**src/fspw_pkg.sv**
```systemverilog
// shared constants and types for the first-stage page walker
package fspw_pkg;
   localparam int ADDR_W      = 64;
   localparam int PASID_W     = 20;
   localparam int FRAME_W     = 40;
   localparam int HAW_W       = 6;
   localparam int LVL_W       = 3;
   localparam int PAGE_SHIFT  = 12;
   localparam int IDX_BITS    = 9;
   localparam int ENTRY_SHIFT = 3;
   localparam int CANON4_N    = 48;
   localparam int CANON5_N    = 57;
   localparam int PA_TOP      = 51;
   localparam int PRESENT_BIT = 0;
   localparam int PS_BIT      = 7;
   localparam int EA_BIT      = 10;
   localparam int XD_BIT      = 63;
   localparam int LARGE_RSV_LO = 13;
   localparam int GIANT_RSV_HI = 29;
   localparam int LARGE_RSV_HI = 20;
   localparam logic [LVL_W-1:0] LVL_ROOT5 = 3'h5;
   localparam logic [LVL_W-1:0] LVL_ROOT4 = 3'h4;
   localparam logic [LVL_W-1:0] LVL_GIANT = 3'h3;
   localparam logic [LVL_W-1:0] LVL_LARGE = 3'h2;
   localparam logic [LVL_W-1:0] LVL_LEAF  = 3'h1;
   localparam logic [LVL_W-1:0] LVL_NONE  = 3'h0;
   localparam logic GIANT_PAGE_SUPPORT = 1'h1;
   localparam logic FIVE_LEVEL_SUPPORT = 1'h1;
   typedef enum logic [1:0] {
      PAGE_4K,
      PAGE_2M,
      PAGE_1G
   } fspw_page_t;
endpackage

```
**src/fspw_check_if.sv**
```systemverilog
// entry under test and its verdict, between walker and checker
`timescale 1ns/1ps
interface fspw_check_if;
   logic [fspw_pkg::ADDR_W-1:0] entry;
   logic [fspw_pkg::LVL_W-1:0]  level;
   logic [fspw_pkg::HAW_W-1:0]  host_addr_width;
   logic                        noExec;
   logic                        giantOk;
   logic                        fault;
   logic                        leaf;
   modport walker  (output entry, level, host_addr_width, noExec, giantOk, input fault, leaf);
   modport judge   (input entry, level, host_addr_width, noExec, giantOk, output fault, leaf);
endinterface

```
**src/fspw_entry_check.sv**
```systemverilog
// combinational present and reserved-bit check of one paging entry
`timescale 1ns/1ps
module fspw_entry_check (
   // entry and verdict
   fspw_check_if.judge chk
);
   function automatic logic [fspw_pkg::ADDR_W-1:0] hawMask(input logic [fspw_pkg::HAW_W-1:0] host_addr_width);
      logic [fspw_pkg::ADDR_W-1:0] m;
      m = '0;
      for (int i = 0; i < fspw_pkg::ADDR_W; i++) begin
         m[i] = (i >= int'(host_addr_width)) && (i <= fspw_pkg::PA_TOP);
      end
      return m;
   endfunction

   wire present  = chk.entry[fspw_pkg::PRESENT_BIT];
   wire psSet    = chk.entry[fspw_pkg::PS_BIT];
   wire isGiant  = chk.level == fspw_pkg::LVL_GIANT;
   wire isLarge  = chk.level == fspw_pkg::LVL_LARGE;
   wire rsvHaw   = |(chk.entry & hawMask(chk.host_addr_width));
   wire rsvPs    = psSet && ((chk.level >= fspw_pkg::LVL_ROOT4) || (isGiant && !chk.giantOk));
   wire bigPage  = psSet && ((isGiant && chk.giantOk) || isLarge);
   // low frame bits of large pages
   wire rsvGiant = bigPage && isGiant && (|chk.entry[fspw_pkg::GIANT_RSV_HI:fspw_pkg::LARGE_RSV_LO]);
   wire rsvLarge = bigPage && isLarge && (|chk.entry[fspw_pkg::LARGE_RSV_HI:fspw_pkg::LARGE_RSV_LO]);
   wire rsvXd    = !chk.noExec && chk.entry[fspw_pkg::XD_BIT];
   // extended-accessed bit is never examined here

   assign chk.fault = !present || rsvHaw || rsvPs || rsvGiant || rsvLarge || rsvXd;
   assign chk.leaf  = present && ((chk.level == fspw_pkg::LVL_LEAF) || bigPage);
endmodule

```
**src/first_stage_page_walker.sv**
```systemverilog
// first-stage translation walker: canonical check, table walk, result
`timescale 1ns/1ps
module first_stage_page_walker (
   // clock and reset
   input  logic                         clock,
   input  logic                         reset,
   // translation request
   input  logic                         reqValid,
   output logic                         reqReady,
   input  logic [fspw_pkg::ADDR_W-1:0]  reqAddr,
   input  logic                         reqHasPasid,
   input  logic [fspw_pkg::PASID_W-1:0] reqPasid,
   // context and PASID-table settings
   input  logic [fspw_pkg::PASID_W-1:0] defaultRequestPasid,
   input  logic                         stageOnePagingMode,
   input  logic [fspw_pkg::FRAME_W-1:0] stageOneTablePointer,
   input  logic                         noExecEnable,
   input  logic [fspw_pkg::HAW_W-1:0]   hostAddrWidth,
   // capability
   output logic                         giantPageSupport,
   // paging-structure memory
   output logic                         memReqValid,
   input  logic                         memReqReady,
   output logic [fspw_pkg::ADDR_W-1:0]  memReqAddr,
   input  logic                         memRspValid,
   input  logic [fspw_pkg::ADDR_W-1:0]  memRspData,
   // translation result
   output logic                         rspValid,
   input  logic                         rspReady,
   output logic                         rspFault,
   output logic                         rspCanonFault,
   output logic [fspw_pkg::LVL_W-1:0]   rspFaultLevel,
   output logic [fspw_pkg::ADDR_W-1:0]  rspAddr,
   output fspw_pkg::fspw_page_t         rspPageSize,
   output logic [fspw_pkg::PASID_W-1:0] rspPasid
);
   typedef enum logic [1:0] {
      S_IDLE,
      S_ISSUE,
      S_WAIT,
      S_RESP
   } fspw_state_t;

   // bit position where a level's index starts
   function automatic int levelShift(input logic [fspw_pkg::LVL_W-1:0] lvl);
      return fspw_pkg::PAGE_SHIFT + fspw_pkg::IDX_BITS * (int'(lvl) - 1);
   endfunction

   function automatic logic [fspw_pkg::IDX_BITS-1:0] levelIndex(
      input logic [fspw_pkg::ADDR_W-1:0] va,
      input logic [fspw_pkg::LVL_W-1:0]  lvl
   );
      logic [fspw_pkg::ADDR_W-1:0] s;
      s = va >> levelShift(lvl);
      return s[fspw_pkg::IDX_BITS-1:0];
   endfunction

   // table base, index of this level, low three bits zero
   function automatic logic [fspw_pkg::ADDR_W-1:0] entryAddr(
      input logic [fspw_pkg::FRAME_W-1:0] base,
      input logic [fspw_pkg::ADDR_W-1:0]  va,
      input logic [fspw_pkg::LVL_W-1:0]   lvl
   );
      logic [fspw_pkg::ADDR_W-1:0] a;
      a = '0;
      a[fspw_pkg::PAGE_SHIFT +: fspw_pkg::FRAME_W] = base;
      a[fspw_pkg::ENTRY_SHIFT +: fspw_pkg::IDX_BITS] = levelIndex(va, lvl);
      return a;
   endfunction

   // frame bits from the entry, page offset from the input address
   function automatic logic [fspw_pkg::ADDR_W-1:0] mapAddr(
      input logic [fspw_pkg::ADDR_W-1:0] entry,
      input logic [fspw_pkg::ADDR_W-1:0] va,
      input logic [fspw_pkg::LVL_W-1:0]  lvl
   );
      logic [fspw_pkg::ADDR_W-1:0] mask;
      logic [fspw_pkg::ADDR_W-1:0] frame;
      mask  = ({fspw_pkg::ADDR_W{1'b1}} << levelShift(lvl));
      frame = '0;
      frame[fspw_pkg::PAGE_SHIFT +: fspw_pkg::FRAME_W] = entry[fspw_pkg::PA_TOP:fspw_pkg::PAGE_SHIFT];
      return (frame & mask) | (va & ~mask);
   endfunction

   function automatic logic canonical(input logic [fspw_pkg::ADDR_W-1:0] va, input logic five);
      logic [fspw_pkg::ADDR_W-1:0] hi;
      int n;
      n  = five ? fspw_pkg::CANON5_N : fspw_pkg::CANON4_N;
      hi = va >> (n - 1);
      // all ones or all zeros from bit n-1 upward
      return (hi == '0) || ((hi | ({fspw_pkg::ADDR_W{1'b1}} << (fspw_pkg::ADDR_W - n + 1))) == '1);
   endfunction

   function automatic fspw_pkg::fspw_page_t levelPage(input logic [fspw_pkg::LVL_W-1:0] lvl);
      if (lvl == fspw_pkg::LVL_GIANT) begin
         return fspw_pkg::PAGE_1G;
      end else if (lvl == fspw_pkg::LVL_LARGE) begin
         return fspw_pkg::PAGE_2M;
      end
      return fspw_pkg::PAGE_4K;
   endfunction

   fspw_state_t                  state_r, state_nxt;
   logic [fspw_pkg::ADDR_W-1:0]  va_r, va_nxt;
   logic                         five_r, five_nxt;
   logic [fspw_pkg::PASID_W-1:0] pasid_r, pasid_nxt;
   logic [fspw_pkg::LVL_W-1:0]   level_r, level_nxt;
   logic [fspw_pkg::FRAME_W-1:0] base_r, base_nxt;
   logic [fspw_pkg::ADDR_W-1:0]  memAddr_r;
   logic                         rspValid_r, rspValid_nxt;
   logic                         rspFault_r, rspFault_nxt;
   logic                         rspCanon_r, rspCanon_nxt;
   logic [fspw_pkg::LVL_W-1:0]   rspLevel_r, rspLevel_nxt;
   logic [fspw_pkg::ADDR_W-1:0]  rspAddr_r, rspAddr_nxt;
   fspw_pkg::fspw_page_t         rspPage_r, rspPage_nxt;

   fspw_check_if chk ();

   fspw_entry_check u_check (
      .chk (chk)
   );

   wire reqFive   = stageOnePagingMode && fspw_pkg::FIVE_LEVEL_SUPPORT;
   wire [fspw_pkg::LVL_W-1:0] reqTop = reqFive ? fspw_pkg::LVL_ROOT5 : fspw_pkg::LVL_ROOT4;
   wire accept    = reqValid && reqReady;
   // canonical test ahead of any fetch
   wire reqCanon  = canonical(reqAddr, reqFive);
   wire [fspw_pkg::PASID_W-1:0] effPasid = reqHasPasid ? reqPasid : defaultRequestPasid;
   wire entryIn   = (state_r == S_WAIT) && memRspValid;
   wire [fspw_pkg::ADDR_W-1:0] nextAddr = entryAddr(base_nxt, va_nxt, level_nxt);

   assign giantPageSupport = fspw_pkg::GIANT_PAGE_SUPPORT;
   assign chk.entry   = memRspData;
   assign chk.level   = level_r;
   assign chk.host_addr_width     = hostAddrWidth;
   assign chk.noExec  = noExecEnable;
   assign chk.giantOk = fspw_pkg::GIANT_PAGE_SUPPORT;

   assign reqReady      = state_r == S_IDLE;
   assign memReqValid   = state_r == S_ISSUE;
   assign memReqAddr    = memAddr_r;
   assign rspValid      = rspValid_r;
   assign rspFault      = rspFault_r;
   assign rspCanonFault = rspCanon_r;
   assign rspFaultLevel = rspLevel_r;
   assign rspAddr       = rspAddr_r;
   assign rspPageSize   = rspPage_r;
   assign rspPasid      = pasid_r;

   always_comb begin
      state_nxt    = state_r;
      va_nxt       = va_r;
      five_nxt     = five_r;
      pasid_nxt    = pasid_r;
      level_nxt    = level_r;
      base_nxt     = base_r;
      rspValid_nxt = rspValid_r;
      rspFault_nxt = rspFault_r;
      rspCanon_nxt = rspCanon_r;
      rspLevel_nxt = rspLevel_r;
      rspAddr_nxt  = rspAddr_r;
      rspPage_nxt  = rspPage_r;
      case (state_r)
         S_IDLE: begin
            if (accept) begin
               va_nxt    = reqAddr;
               five_nxt  = reqFive;
               pasid_nxt = effPasid;
               level_nxt = reqTop;
               // top table comes from the PASID-table pointer
               base_nxt  = stageOneTablePointer;
               if (!reqCanon) begin
                  state_nxt    = S_RESP;
                  rspValid_nxt = 1'b1;
                  rspFault_nxt = 1'b1;
                  rspCanon_nxt = 1'b1;
                  rspLevel_nxt = fspw_pkg::LVL_NONE;
                  rspAddr_nxt  = '0;
                  rspPage_nxt  = fspw_pkg::PAGE_4K;
               end else begin
                  state_nxt = S_ISSUE;
               end
            end
         end
         S_ISSUE: begin
            if (memReqReady) begin
               state_nxt = S_WAIT;
            end
         end
         S_WAIT: begin
            if (memRspValid) begin
               if (chk.fault) begin
                  // stop without using the faulting entry
                  state_nxt    = S_RESP;
                  rspValid_nxt = 1'b1;
                  rspFault_nxt = 1'b1;
                  rspCanon_nxt = 1'b0;
                  rspLevel_nxt = level_r;
                  rspAddr_nxt  = '0;
                  rspPage_nxt  = fspw_pkg::PAGE_4K;
               end else if (chk.leaf) begin
                  state_nxt    = S_RESP;
                  rspValid_nxt = 1'b1;
                  rspFault_nxt = 1'b0;
                  rspCanon_nxt = 1'b0;
                  rspLevel_nxt = fspw_pkg::LVL_NONE;
                  rspAddr_nxt  = mapAddr(memRspData, va_r, level_r);
                  rspPage_nxt  = levelPage(level_r);
               end else begin
                  state_nxt = S_ISSUE;
                  level_nxt = level_r - fspw_pkg::LVL_LEAF;
                  base_nxt  = memRspData[fspw_pkg::PA_TOP:fspw_pkg::PAGE_SHIFT];
               end
            end
         end
         S_RESP: begin
            if (rspReady) begin
               state_nxt    = S_IDLE;
               rspValid_nxt = 1'b0;
            end
         end
         default: begin
            state_nxt = S_IDLE;
         end
      endcase
   end

   always_ff @(posedge clock or posedge reset) begin
      if (reset) begin
         state_r <= S_IDLE;
         va_r    <= '0;
         five_r  <= 1'b0;
         pasid_r <= '0;
         level_r <= fspw_pkg::LVL_NONE;
         base_r  <= '0;
      end else begin
         state_r <= state_nxt;
         va_r    <= va_nxt;
         five_r  <= five_nxt;
         pasid_r <= pasid_nxt;
         level_r <= level_nxt;
         base_r  <= base_nxt;
      end
   end

   // one aligned read address per level
   always_ff @(posedge clock or posedge reset) begin
      if (reset) begin
         memAddr_r <= '0;
      end else begin
         memAddr_r <= nextAddr;
      end
   end

   always_ff @(posedge clock or posedge reset) begin
      if (reset) begin
         rspValid_r <= 1'b0;
         rspFault_r <= 1'b0;
         rspCanon_r <= 1'b0;
         rspLevel_r <= fspw_pkg::LVL_NONE;
         rspAddr_r  <= '0;
         rspPage_r  <= fspw_pkg::PAGE_4K;
      end else begin
         rspValid_r <= rspValid_nxt;
         rspFault_r <= rspFault_nxt;
         rspCanon_r <= rspCanon_nxt;
         rspLevel_r <= rspLevel_nxt;
         rspAddr_r  <= rspAddr_nxt;
         rspPage_r  <= rspPage_nxt;
      end
   end

   a_pasid_default: assert property (@(posedge clock) disable iff (reset)
      accept && !reqHasPasid |=> pasid_r == $past(defaultRequestPasid))
      else $error("untagged request did not take the default PASID");

   a_canon_fault: assert property (@(posedge clock) disable iff (reset)
      accept && !reqCanon |=> rspValid && rspFault && rspCanonFault && !memReqValid)
      else $error("non-canonical address was not faulted at once");

   a_walk_depth: assert property (@(posedge clock) disable iff (reset)
      accept && reqCanon |=> memReqValid && !rspValid
         && (level_r == ($past(stageOnePagingMode) ? fspw_pkg::LVL_ROOT5 : fspw_pkg::LVL_ROOT4)))
      else $error("walk started at the wrong level");

   a_index_l5: assert property (@(posedge clock) disable iff (reset)
      memReqValid && level_r == fspw_pkg::LVL_ROOT5 |-> memReqAddr[11:3] == va_r[56:48]
         && memReqAddr[2:0] == 3'h0)
      else $error("level-5 entry address wrong");

   a_index_l4: assert property (@(posedge clock) disable iff (reset)
      memReqValid && level_r == fspw_pkg::LVL_ROOT4 |-> memReqAddr[11:3] == va_r[47:39])
      else $error("level-4 entry address wrong");

   a_index_l3: assert property (@(posedge clock) disable iff (reset)
      memReqValid && level_r == fspw_pkg::LVL_GIANT |-> memReqAddr[11:3] == va_r[38:30])
      else $error("level-3 entry address wrong");

   a_index_l2: assert property (@(posedge clock) disable iff (reset)
      memReqValid && level_r == fspw_pkg::LVL_LARGE |-> memReqAddr[11:3] == va_r[29:21])
      else $error("level-2 entry address wrong");

   a_index_leaf: assert property (@(posedge clock) disable iff (reset)
      memReqValid && level_r == fspw_pkg::LVL_LEAF |-> memReqAddr[11:3] == va_r[20:12])
      else $error("leaf entry address wrong");

   a_giant_offset: assert property (@(posedge clock) disable iff (reset)
      rspValid && !rspFault && rspPageSize == fspw_pkg::PAGE_1G |-> rspAddr[29:0] == va_r[29:0])
      else $error("1-GByte offset not from input address");

   a_large_offset: assert property (@(posedge clock) disable iff (reset)
      rspValid && !rspFault && rspPageSize == fspw_pkg::PAGE_2M |-> rspAddr[20:0] == va_r[20:0])
      else $error("2-MByte offset not from input address");

   a_leaf_frame: assert property (@(posedge clock) disable iff (reset)
      entryIn && level_r == fspw_pkg::LVL_LEAF && !chk.fault |=> rspValid && !rspFault
         && rspPageSize == fspw_pkg::PAGE_4K && rspAddr[51:12] == $past(memRspData[51:12])
         && rspAddr[11:0] == va_r[11:0])
      else $error("leaf mapping formed wrongly");

   a_absent_fault: assert property (@(posedge clock) disable iff (reset)
      entryIn && !memRspData[0] |=> rspValid && rspFault && rspFaultLevel == $past(level_r))
      else $error("absent entry did not fault");

   a_top_ps_rsv: assert property (@(posedge clock) disable iff (reset)
      entryIn && level_r >= fspw_pkg::LVL_ROOT4 && memRspData[7] |=> rspFault)
      else $error("page size in top levels did not fault");

   a_xd_rsv: assert property (@(posedge clock) disable iff (reset)
      entryIn && !noExecEnable && memRspData[63] |=> rspValid && rspFault)
      else $error("execute-disable bit not reserved");

   a_one_read: assert property (@(posedge clock) disable iff (reset)
      memReqValid && memReqReady |=> !memReqValid ##0 (state_r == S_WAIT) [*1])
      else $error("more than one read outstanding");

   a_resp_hold: assert property (@(posedge clock) disable iff (reset)
      rspValid && !rspReady |=> rspValid && $stable(rspAddr) && $stable(rspFault))
      else $error("result dropped before it was taken");
endmodule

```
**config.mk**
```make
export PLATFORM = sky130hd
export DESIGN_NAME = first_stage_page_walker
export DESIGN_NICKNAME = d
export VERILOG_FILES = /design/src/fspw_pkg.sv /design/src/fspw_check_if.sv /design/src/fspw_entry_check.sv /design/src/first_stage_page_walker.sv
export SDC_FILE = /design/constraint.sdc
export NUM_CORES = 1
export LEC_CHECK = 0
export BUFFER_PORTS_ARGS = -buffer_cell sky130_fd_sc_hd__buf_2
export CAP_MARGIN = 20
export CORE_MARGIN = 2
export CORE_UTILIZATION = 45
export DETAILED_ROUTE_END_ITERATION = 10
export MAX_ROUTING_LAYER = met4
export PLACE_DENSITY = 0.67
export SETUP_SLACK_MARGIN = 0.02
export SYNTH_ARGS = -nofsm -noshare
export SYNTH_HDL_FRONTEND = slang
export SYNTH_SLANG_ARGS = --single-unit
```
**constraint.sdc**
```tcl
create_clock -name clock -period 7.88 [get_ports clock]
set_clock_uncertainty 0.2 [all_clocks]
set_input_delay 0.788 -clock clock [delete_from_list [all_inputs] [get_ports clock]]
set_output_delay 0.788 -clock clock [all_outputs]
set_load 0.005 [all_outputs]
```
## Yosys cells after proc, flatten, opt, wreduce, memory -nomap -nowiden

Index checks and enable logic that the tools add are counted.

- $mul: 2
- Bitwise gates (word level): 6
- Order comparisons: 53
- Shift-type cells: 4
- Muxes and demuxes: 64
- Reductions and logical operators: 30
- Equal/unequal tests: 13
- Add/subtract/negate cells: 8

Operators by type and width:

| cell | number |
|---|---|
| 64-bit 2-to-1 mux | 7 |
| 40-bit 2-to-1 mux | 4 |
| 64-bit bitwise OR | 2 |
| 64-bit one-hot mux with 2 select lines | 1 |
| 64-bit by 32-bit left shift with 64-bit output, first input constant | 2 |
| 6-bit greater-or-equal comparator, first input constant | 20 |
| 5-bit by 6-bit greater-or-equal comparator with 1-bit output, first input constant | 16 |
| 40-bit one-hot mux with 2 select lines | 1 |
| 52-bit by 64-bit bitwise AND with 64-bit output | 1 |
| 64-bit by 52-bit bitwise AND with 64-bit output | 1 |
| 64-bit bitwise AND | 1 |
| 64-bit equality test, second input constant | 1 |
| 64-bit logical NOT | 1 |
| 64-bit NOT | 1 |
| 64-bit OR reduction | 1 |
| 64-bit by 32-bit right shift with 64-bit output | 1 |
| 64-bit by 32-bit right shift with 9-bit output | 1 |
| 4-bit by 6-bit greater-or-equal comparator with 1-bit output, first input constant | 8 |
| 2-bit 2-to-1 mux | 15 |
| 3-bit 2-to-1 mux | 9 |
| 3-bit by 6-bit greater-or-equal comparator with 1-bit output, first input constant | 4 |
| 5-bit by 9-bit adder with 10-bit output, first input constant | 2 |
| 20-bit 2-to-1 mux | 1 |
| 5-bit by 4-bit multiplier with 9-bit output, first input constant | 2 |
| 34 further kinds | 77 |

- Output and inout bits: 159
- Bits in registers: 250

## Depth between registers and ports, before layout

- Depth after elaboration: 16
- Gate-level depth with buffers: 34
- Depth with buffers taken out: 28

## Modules after synthesis

Synthesis repeated with hierarchy kept, for this count alone.

- Cells, all modules: 1,483
- Area total of the unflattened synthesis: 13,998.4 sq um

By module, submodules not included:

| module | seq. area each (sq um) | times used | area an instance (sq um) | cells each |
|---|---|---|---|---|
| first_stage_page_walker | 5,255.0 | 1 | 13,208.9 | 1,349 |
| fspw_entry_check | 0.0 | 1 | 789.5 | 134 |

## Worst setup path before layout

OpenSTA, ideal clock, no wires.

- Path type: input port to flip-flop
- From: input port hostAddrWidth[2] (netlist name)
- To: register memAddr_r, in the netlist memReqAddr[10]
- Buffers on the path: 6
- Data required time: 7.614 ns
- Data arrival time: 6.483 ns
- Slack: 1.131 ns
- Stages: 29
- Cell sequence: buf_4 -> o21ai_1 -> o211a_1 -> a311o_1 -> a2111oi_4 -> nand4_1 -> o211ai_1 -> and3_1 -> buf_2 -> buf_2 -> buf_2 -> buf_2 -> nand2_1 -> nor2_1 -> ha_1 -> inv_1 -> fa_1 -> inv_1 -> ha_1 -> ha_1 -> nor2_1 -> o21bai_1 -> inv_1 -> a31oi_2 -> or3_1 -> buf_2 -> or4_1 -> a41oi_1 -> o31a_1

- Cells in the longest elaborated chain, start to end: 15
- Elaborated cells between the ends (all ways): 66
- Those cells by class: 2 x add/sub; 1 x mul; 52 x order compare; 1 x shift; 3 x mux; 1 x bitwise; 6 x reduce/logical

Ends and longest elaborated chain:

| item | RTL line | RTL |
|---|---|---|
| start: declaration | first_stage_page_walker.sv:18 | `input logic [fspw_pkg::HAW_W-1:0] hostAddrWidth,` |
| 1-bit by 6-bit greater-or-equal comparator with 1-bit output (tied with other cells) | fspw_entry_check.sv:11 | `m[i] = (i >= int'(host_addr_width)) && (i <= fspw_pkg::PA_TOP);` |
| 64-bit by 52-bit bitwise AND with 64-bit output (*) | fspw_entry_check.sv:20 | `wire rsvHaw = \|(chk.entry & hawMask(chk.host_addr_width));` |
| 64-bit OR reduction (*) | fspw_entry_check.sv:20 |  |
| 1-bit logical OR (*) (5 in series) | fspw_entry_check.sv:29 | `assign chk.fault = !present \|\| rsvHaw \|\| rsvPs \|\| rsvGiant \|\| rsvLarge \|\| rsvXd;` |
| 3-bit 2-to-1 mux (*) | first_stage_page_walker.sv:192 | `if (chk.fault) begin` |
| 3-bit 2-to-1 mux (*) | first_stage_page_walker.sv:191 | `if (memRspValid) begin` |
| 3-bit one-hot mux with 2 select lines (*) | first_stage_page_walker.sv:163 | `case (state_r)` |
| 3-bit by 1-bit subtractor with 4-bit output (*) | first_stage_page_walker.sv:46 | `return fspw_pkg::PAGE_SHIFT + fspw_pkg::IDX_BITS * (int'(lvl) - 1);` |
| 5-bit by 4-bit multiplier with 9-bit output (*) | first_stage_page_walker.sv:46 |  |
| 5-bit by 9-bit adder with 10-bit output (*) | first_stage_page_walker.sv:46 |  |
| 64-bit by 32-bit right shift with 9-bit output (*) | first_stage_page_walker.sv:54 | `s = va >> levelShift(lvl);` |
| named net nextAddr, one bit | first_stage_page_walker.sv:130 | `wire [fspw_pkg::ADDR_W-1:0] nextAddr = entryAddr(base_nxt, va_nxt, level_nxt);` |
| end signal: assignment | first_stage_page_walker.sv:251 | `memAddr_r <= nextAddr;` |
| end: declaration | first_stage_page_walker.sv:109 | `logic [fspw_pkg::ADDR_W-1:0] memAddr_r;` |

The timed path passes the listed nets; every way through them passes the cells marked *.
A chain may end at the register's enable or synchronous reset.

## Worst setup path in the final report

- From: input port hostAddrWidth[2] (netlist name)
- To: register memAddr_r, in the netlist memReqAddr[8]

The elaborated chain is that of the path after synthesis.

==> flow_metrics.py <==
metrics = {
    "critical_path": {
        "end_kind": "flip-flop",
        "largest_fanout_of_any_net_on_the_critical_path": 19,
        "critPathArrivalTime_ns": 6.84,
        "timing_worst_setup_path_type": "primary input to flip-flop",
        "required_ns": 8.12,
        "setup.worst_path.start_class": "primary input",
    },
    "floorplan": {
        "placementRows": 64,
        "core-area_um2": 30800,
        "io_pins": 382,
        "initial_core_utilization_pct": 46.0,
        "die_height_um": 181,
        "die_width_um": 181,
        "design.die.area_um2": 32900,
    },
    "grt": {
        "antenna_violations_before_repair": 5,
        "globalRoute.totalOverflow": 0,
        "most_utilized_layer_in_the_global_route_result": "met2",
        "global_route.usage.met1_pct": 49.3,
        "grt_first_pass_wirelength_um": 91600,
        "globalRouteMet3Util_pct": 5.56,
        "grt_use_met2_pct": 58.8,
        "grt_start_max_net_pins": 96,
        "first_global_vias": 14500,
        "globalRouteTotalUtil_pct": 37.4,
    },
    "sta": {
        "finalWorstPathRequiredPeriod_ns": 6.61,
        "worst_slew_margin_rel_pct": 39.4,
        "max_slew.worst_pin.slew_ns": 0.910,
        "worst_hold_slack_ns": 0.159,
        "fmax_mhz": 151,
        "final-max-slew-violation-count": 0,
        "postLayoutSetupSlackWorst_ns": 1.27,
        "hold_viol": 0,
        "fin_crit_sh_pct": 83.8,
        "rsz_0062_raised_after_global_routing": "no",
        "final-setup-viol-count": 0,
        "totalNegativeSetupSlack_ns": 0,
    },
    "power_and_ir_drop": {
        "cellLeakagePower_nw": 8.58,
        "power.ir.vdd_worst_mv": 0.423,
        "power.density_nw_per_um2": 428,
    },
    "logic_synthesis": {
        "synthDominantCellAreaShare_pct": 37.1,
        "yosys.cell_count.top_type": "nand2_1",
        "main_combinational_cell_family_by_area_after_synthesis": "compound AO/OA/AOI/OAI gates",
        "synthXorXnorAreaFrac_pct": 0.124,
        "yosys-top-cells-count": "nand2_1 (281), dfrtp_1 (210), o21ai_0 (142)",
        "synth-edff-count": 0,
        "synth-adder-area-share_pct": 2.33,
        "synth_mux_area_share_pct": 10.6,
        "async_sr_flop_fraction_pct": 100,
        "synth_top_area_cell": "dfrtp_1",
        "synth_flop_cell": "dfrtp_1",
        "post_synth_main_area_contributors": "dfrtp_1 (37%), mux2i_1 (8.5%), nand2_1 (7.4%)",
        "netlist_instances": 1710,
        "post_synth_design_cell_area_um2": 14200,
        "yosys.cell_types.count": 82,
        "ys_ff_latch": 210,
        "ys_warn_count": 0,
        "synth_simple_gate_area_share_pct": 17.9,
        "complex_gate_fraction_of_the_synthesized_area_pct": 25.0,
        "avgSynthCellArea_um2": 8.29,
        "synth.yosys.seq_area_share_pct": 37.1,
    },
    "routing": {
        "wl_per_cell_um": 25.1,
        "number_of_drc_violations_after_detailed_routing_iteration_0": 1512,
        "wl_um": 61600,
        "route.detailed.vias_per_inst": 6.24,
        "detail-route-antenna-nets": 0,
        "route.detailed.drc": 0,
        "via_count": 15300,
        "first_pass_iters": 7,
    },
    "cts": {
        "clk_pin_slew_ns": 0.07,
        "cts.path.max_buffers": 3,
        "clock-sinks": 210,
        "cts_hold_buffers": 0,
        "post_cts_resize_count": 0,
        "clockRootBuffer": "clkbuf_16",
        "number_of_levels_the_h_tree_was_split_into": 1,
        "numCtsBuffers": 26,
        "cts_setup_buffers": 0,
        "clock_insertion_delay_worst_skew_ns": 0.55,
        "tritoncts_clock_tree": "built",
    },
    "run_status": {
        "run_status": "complete, no violations",
    },
    "run": {
        "max_cap_violations": 0,
    },
    "final_layout": {
        "area_growth_from_synthesis_to_layout_pct": 22.7,
        "fin_nets": 2280,
        "post-route-util_pct": 56.4,
        "fillers": 2974,
        "drive_above_1_share_pct": 25.4,
    },
    "placed_design": {
        "place_worst_setup_slack_ns": 0.853,
        "port-buffer-count": 354,
        "place_congestion": 0.987,
        "place.detailed.hpwl_um": 47400,
    },
    "min_path": {
        "hold_path_class": "primary input to async pin",
    },
}
[worst paths after layout]
kind,startpoint,end,slack [ns],cells after the start
worst max-delay path,hostAddrWidth[2],memReqAddr[8],1.27,27
worst min-delay path,reset,rspAddr[4],0.16,2
worst max register to register,chk.level[1],memReqAddr[8],1.30,29
worst min register to register,rspAddr[39],rspAddr[39],0.27,2
max in group asynchronous,reset,memReqAddr[7],6.07,3
min in group clock,stageOneTablePointer[32],flip-flop,0.26,3
[worst max-delay path, stage by stage]
cell      delay [ns]
buf_2           0.34
nor3_1          0.15
a21o_1          0.24
and2_1          0.16
o41ai_1         0.53
nand3_1         0.32
o211ai_1        0.36
and3_2          0.33
buf_4           0.17
inv_2           0.05
nor3_1          0.16
nor2_1          0.10
ha_1            0.30
ha_1            0.20
ha_1            0.19
ha_1            0.30
nand2_1         0.08
nor3_1          0.17
o21bai_1        0.11
inv_1           0.11
a31oi_2         0.05
or2_1           0.36
buf_12          0.18
or4_1           0.49
o311ai_1        0.10
o21ai_1         0.14
a211oi_1        0.33
[stage by stage]
stage | instances | instance area [µm²] | total power [W]
final | 2452 | 17400 | 0.00745
after floorplan | 1724 | 14200 | 0.00438
after global placement | 2401 | 16400 | 0.00601
after global routing | 2452 | 17400 | 0.00787
after detailed placement | 2401 | 16400 | 0.00601
after CTS | 2448 | 17400 | 0.00736
[layout by cell type (no fill, tap or decap), types with 11 or more instances in the layout]
master | Yosys | layout
a31oi_1 | 17 | 17
a222oi_1 | 17 | 17
nor2_1 | 138 | 137
o211ai_1 | 25 | 25
nand2_1 | 281 | 280
a211oi_1 | 23 | 23
o221ai_1 | 13 | 13
clkbuf_16 | 0 | 27
o311ai_0 | 11 | 11
ha_1 | 20 | 20
nor3_1 | 30 | 30
nand3_1 | 45 | 45
inv_1 | 81 | 80
nand2b_1 | 16 | 15
conb_1 | 2 | 16
a21oi_1 | 65 | 65
buf_2 | 29 | 354
mux2i_1 | 121 | 121
nor4_1 | 15 | 15
mux2_2 | 24 | 24
buf_4 | 21 | 71
dfrtp_1 | 210 | 210
o21ai_0 | 142 | 142
a22oi_1 | 29 | 29
o31ai_1 | 61 | 61
[report_power, final]
part / internal (W) / switching (W)
combinational: 0.00152 / 0.00290
sequential: 0.00143 / 0.000275
clock: 0.000842 / 0.000489
total: 0.00379 / 0.00366
[routing by layer]
layer,wire length [µm],vias to the layer above
met1,25600,7464
met2,28500,788
li1,-,6897
met5,0,-
met3,4930,143
met4,2590,0
[cell families (layout without fill, tap and decap cells)]
family | after synthesis | count (layout)
other | 2 | 20
buffers and inverters | 233 | 561
and+or+nand+nor | 579 | 579
AOI/OAI and AO/OA | 514 | 514
muxes | 146 | 146
DFF | 210 | 210
adders and majority gates | 24 | 24
xor gates and xnor gates | 2 | 2
[area by class of cell]
| cell class | instances | area (µm²) | share of cell area (%) |
|---|---|---|---|
| Antenna cell | 4 | 10.0 | 0.0576 |
| Clock buffer | 37 | 773 | 4.45 |
| Clock inverter | 10 | 180 | 1.04 |
| Inverter | 87 | 334 | 1.92 |
| Multi-Input combinational cell | 1281 | 8000 | 46.0 |
| Sequential cell | 210 | 5260 | 30.2 |
| Tap cell | 396 | 495 | 2.85 |
| Timing Repair Buffer | 427 | 2340 | 13.5 |
No activity file was read; power rests on OpenSTA's default activity.
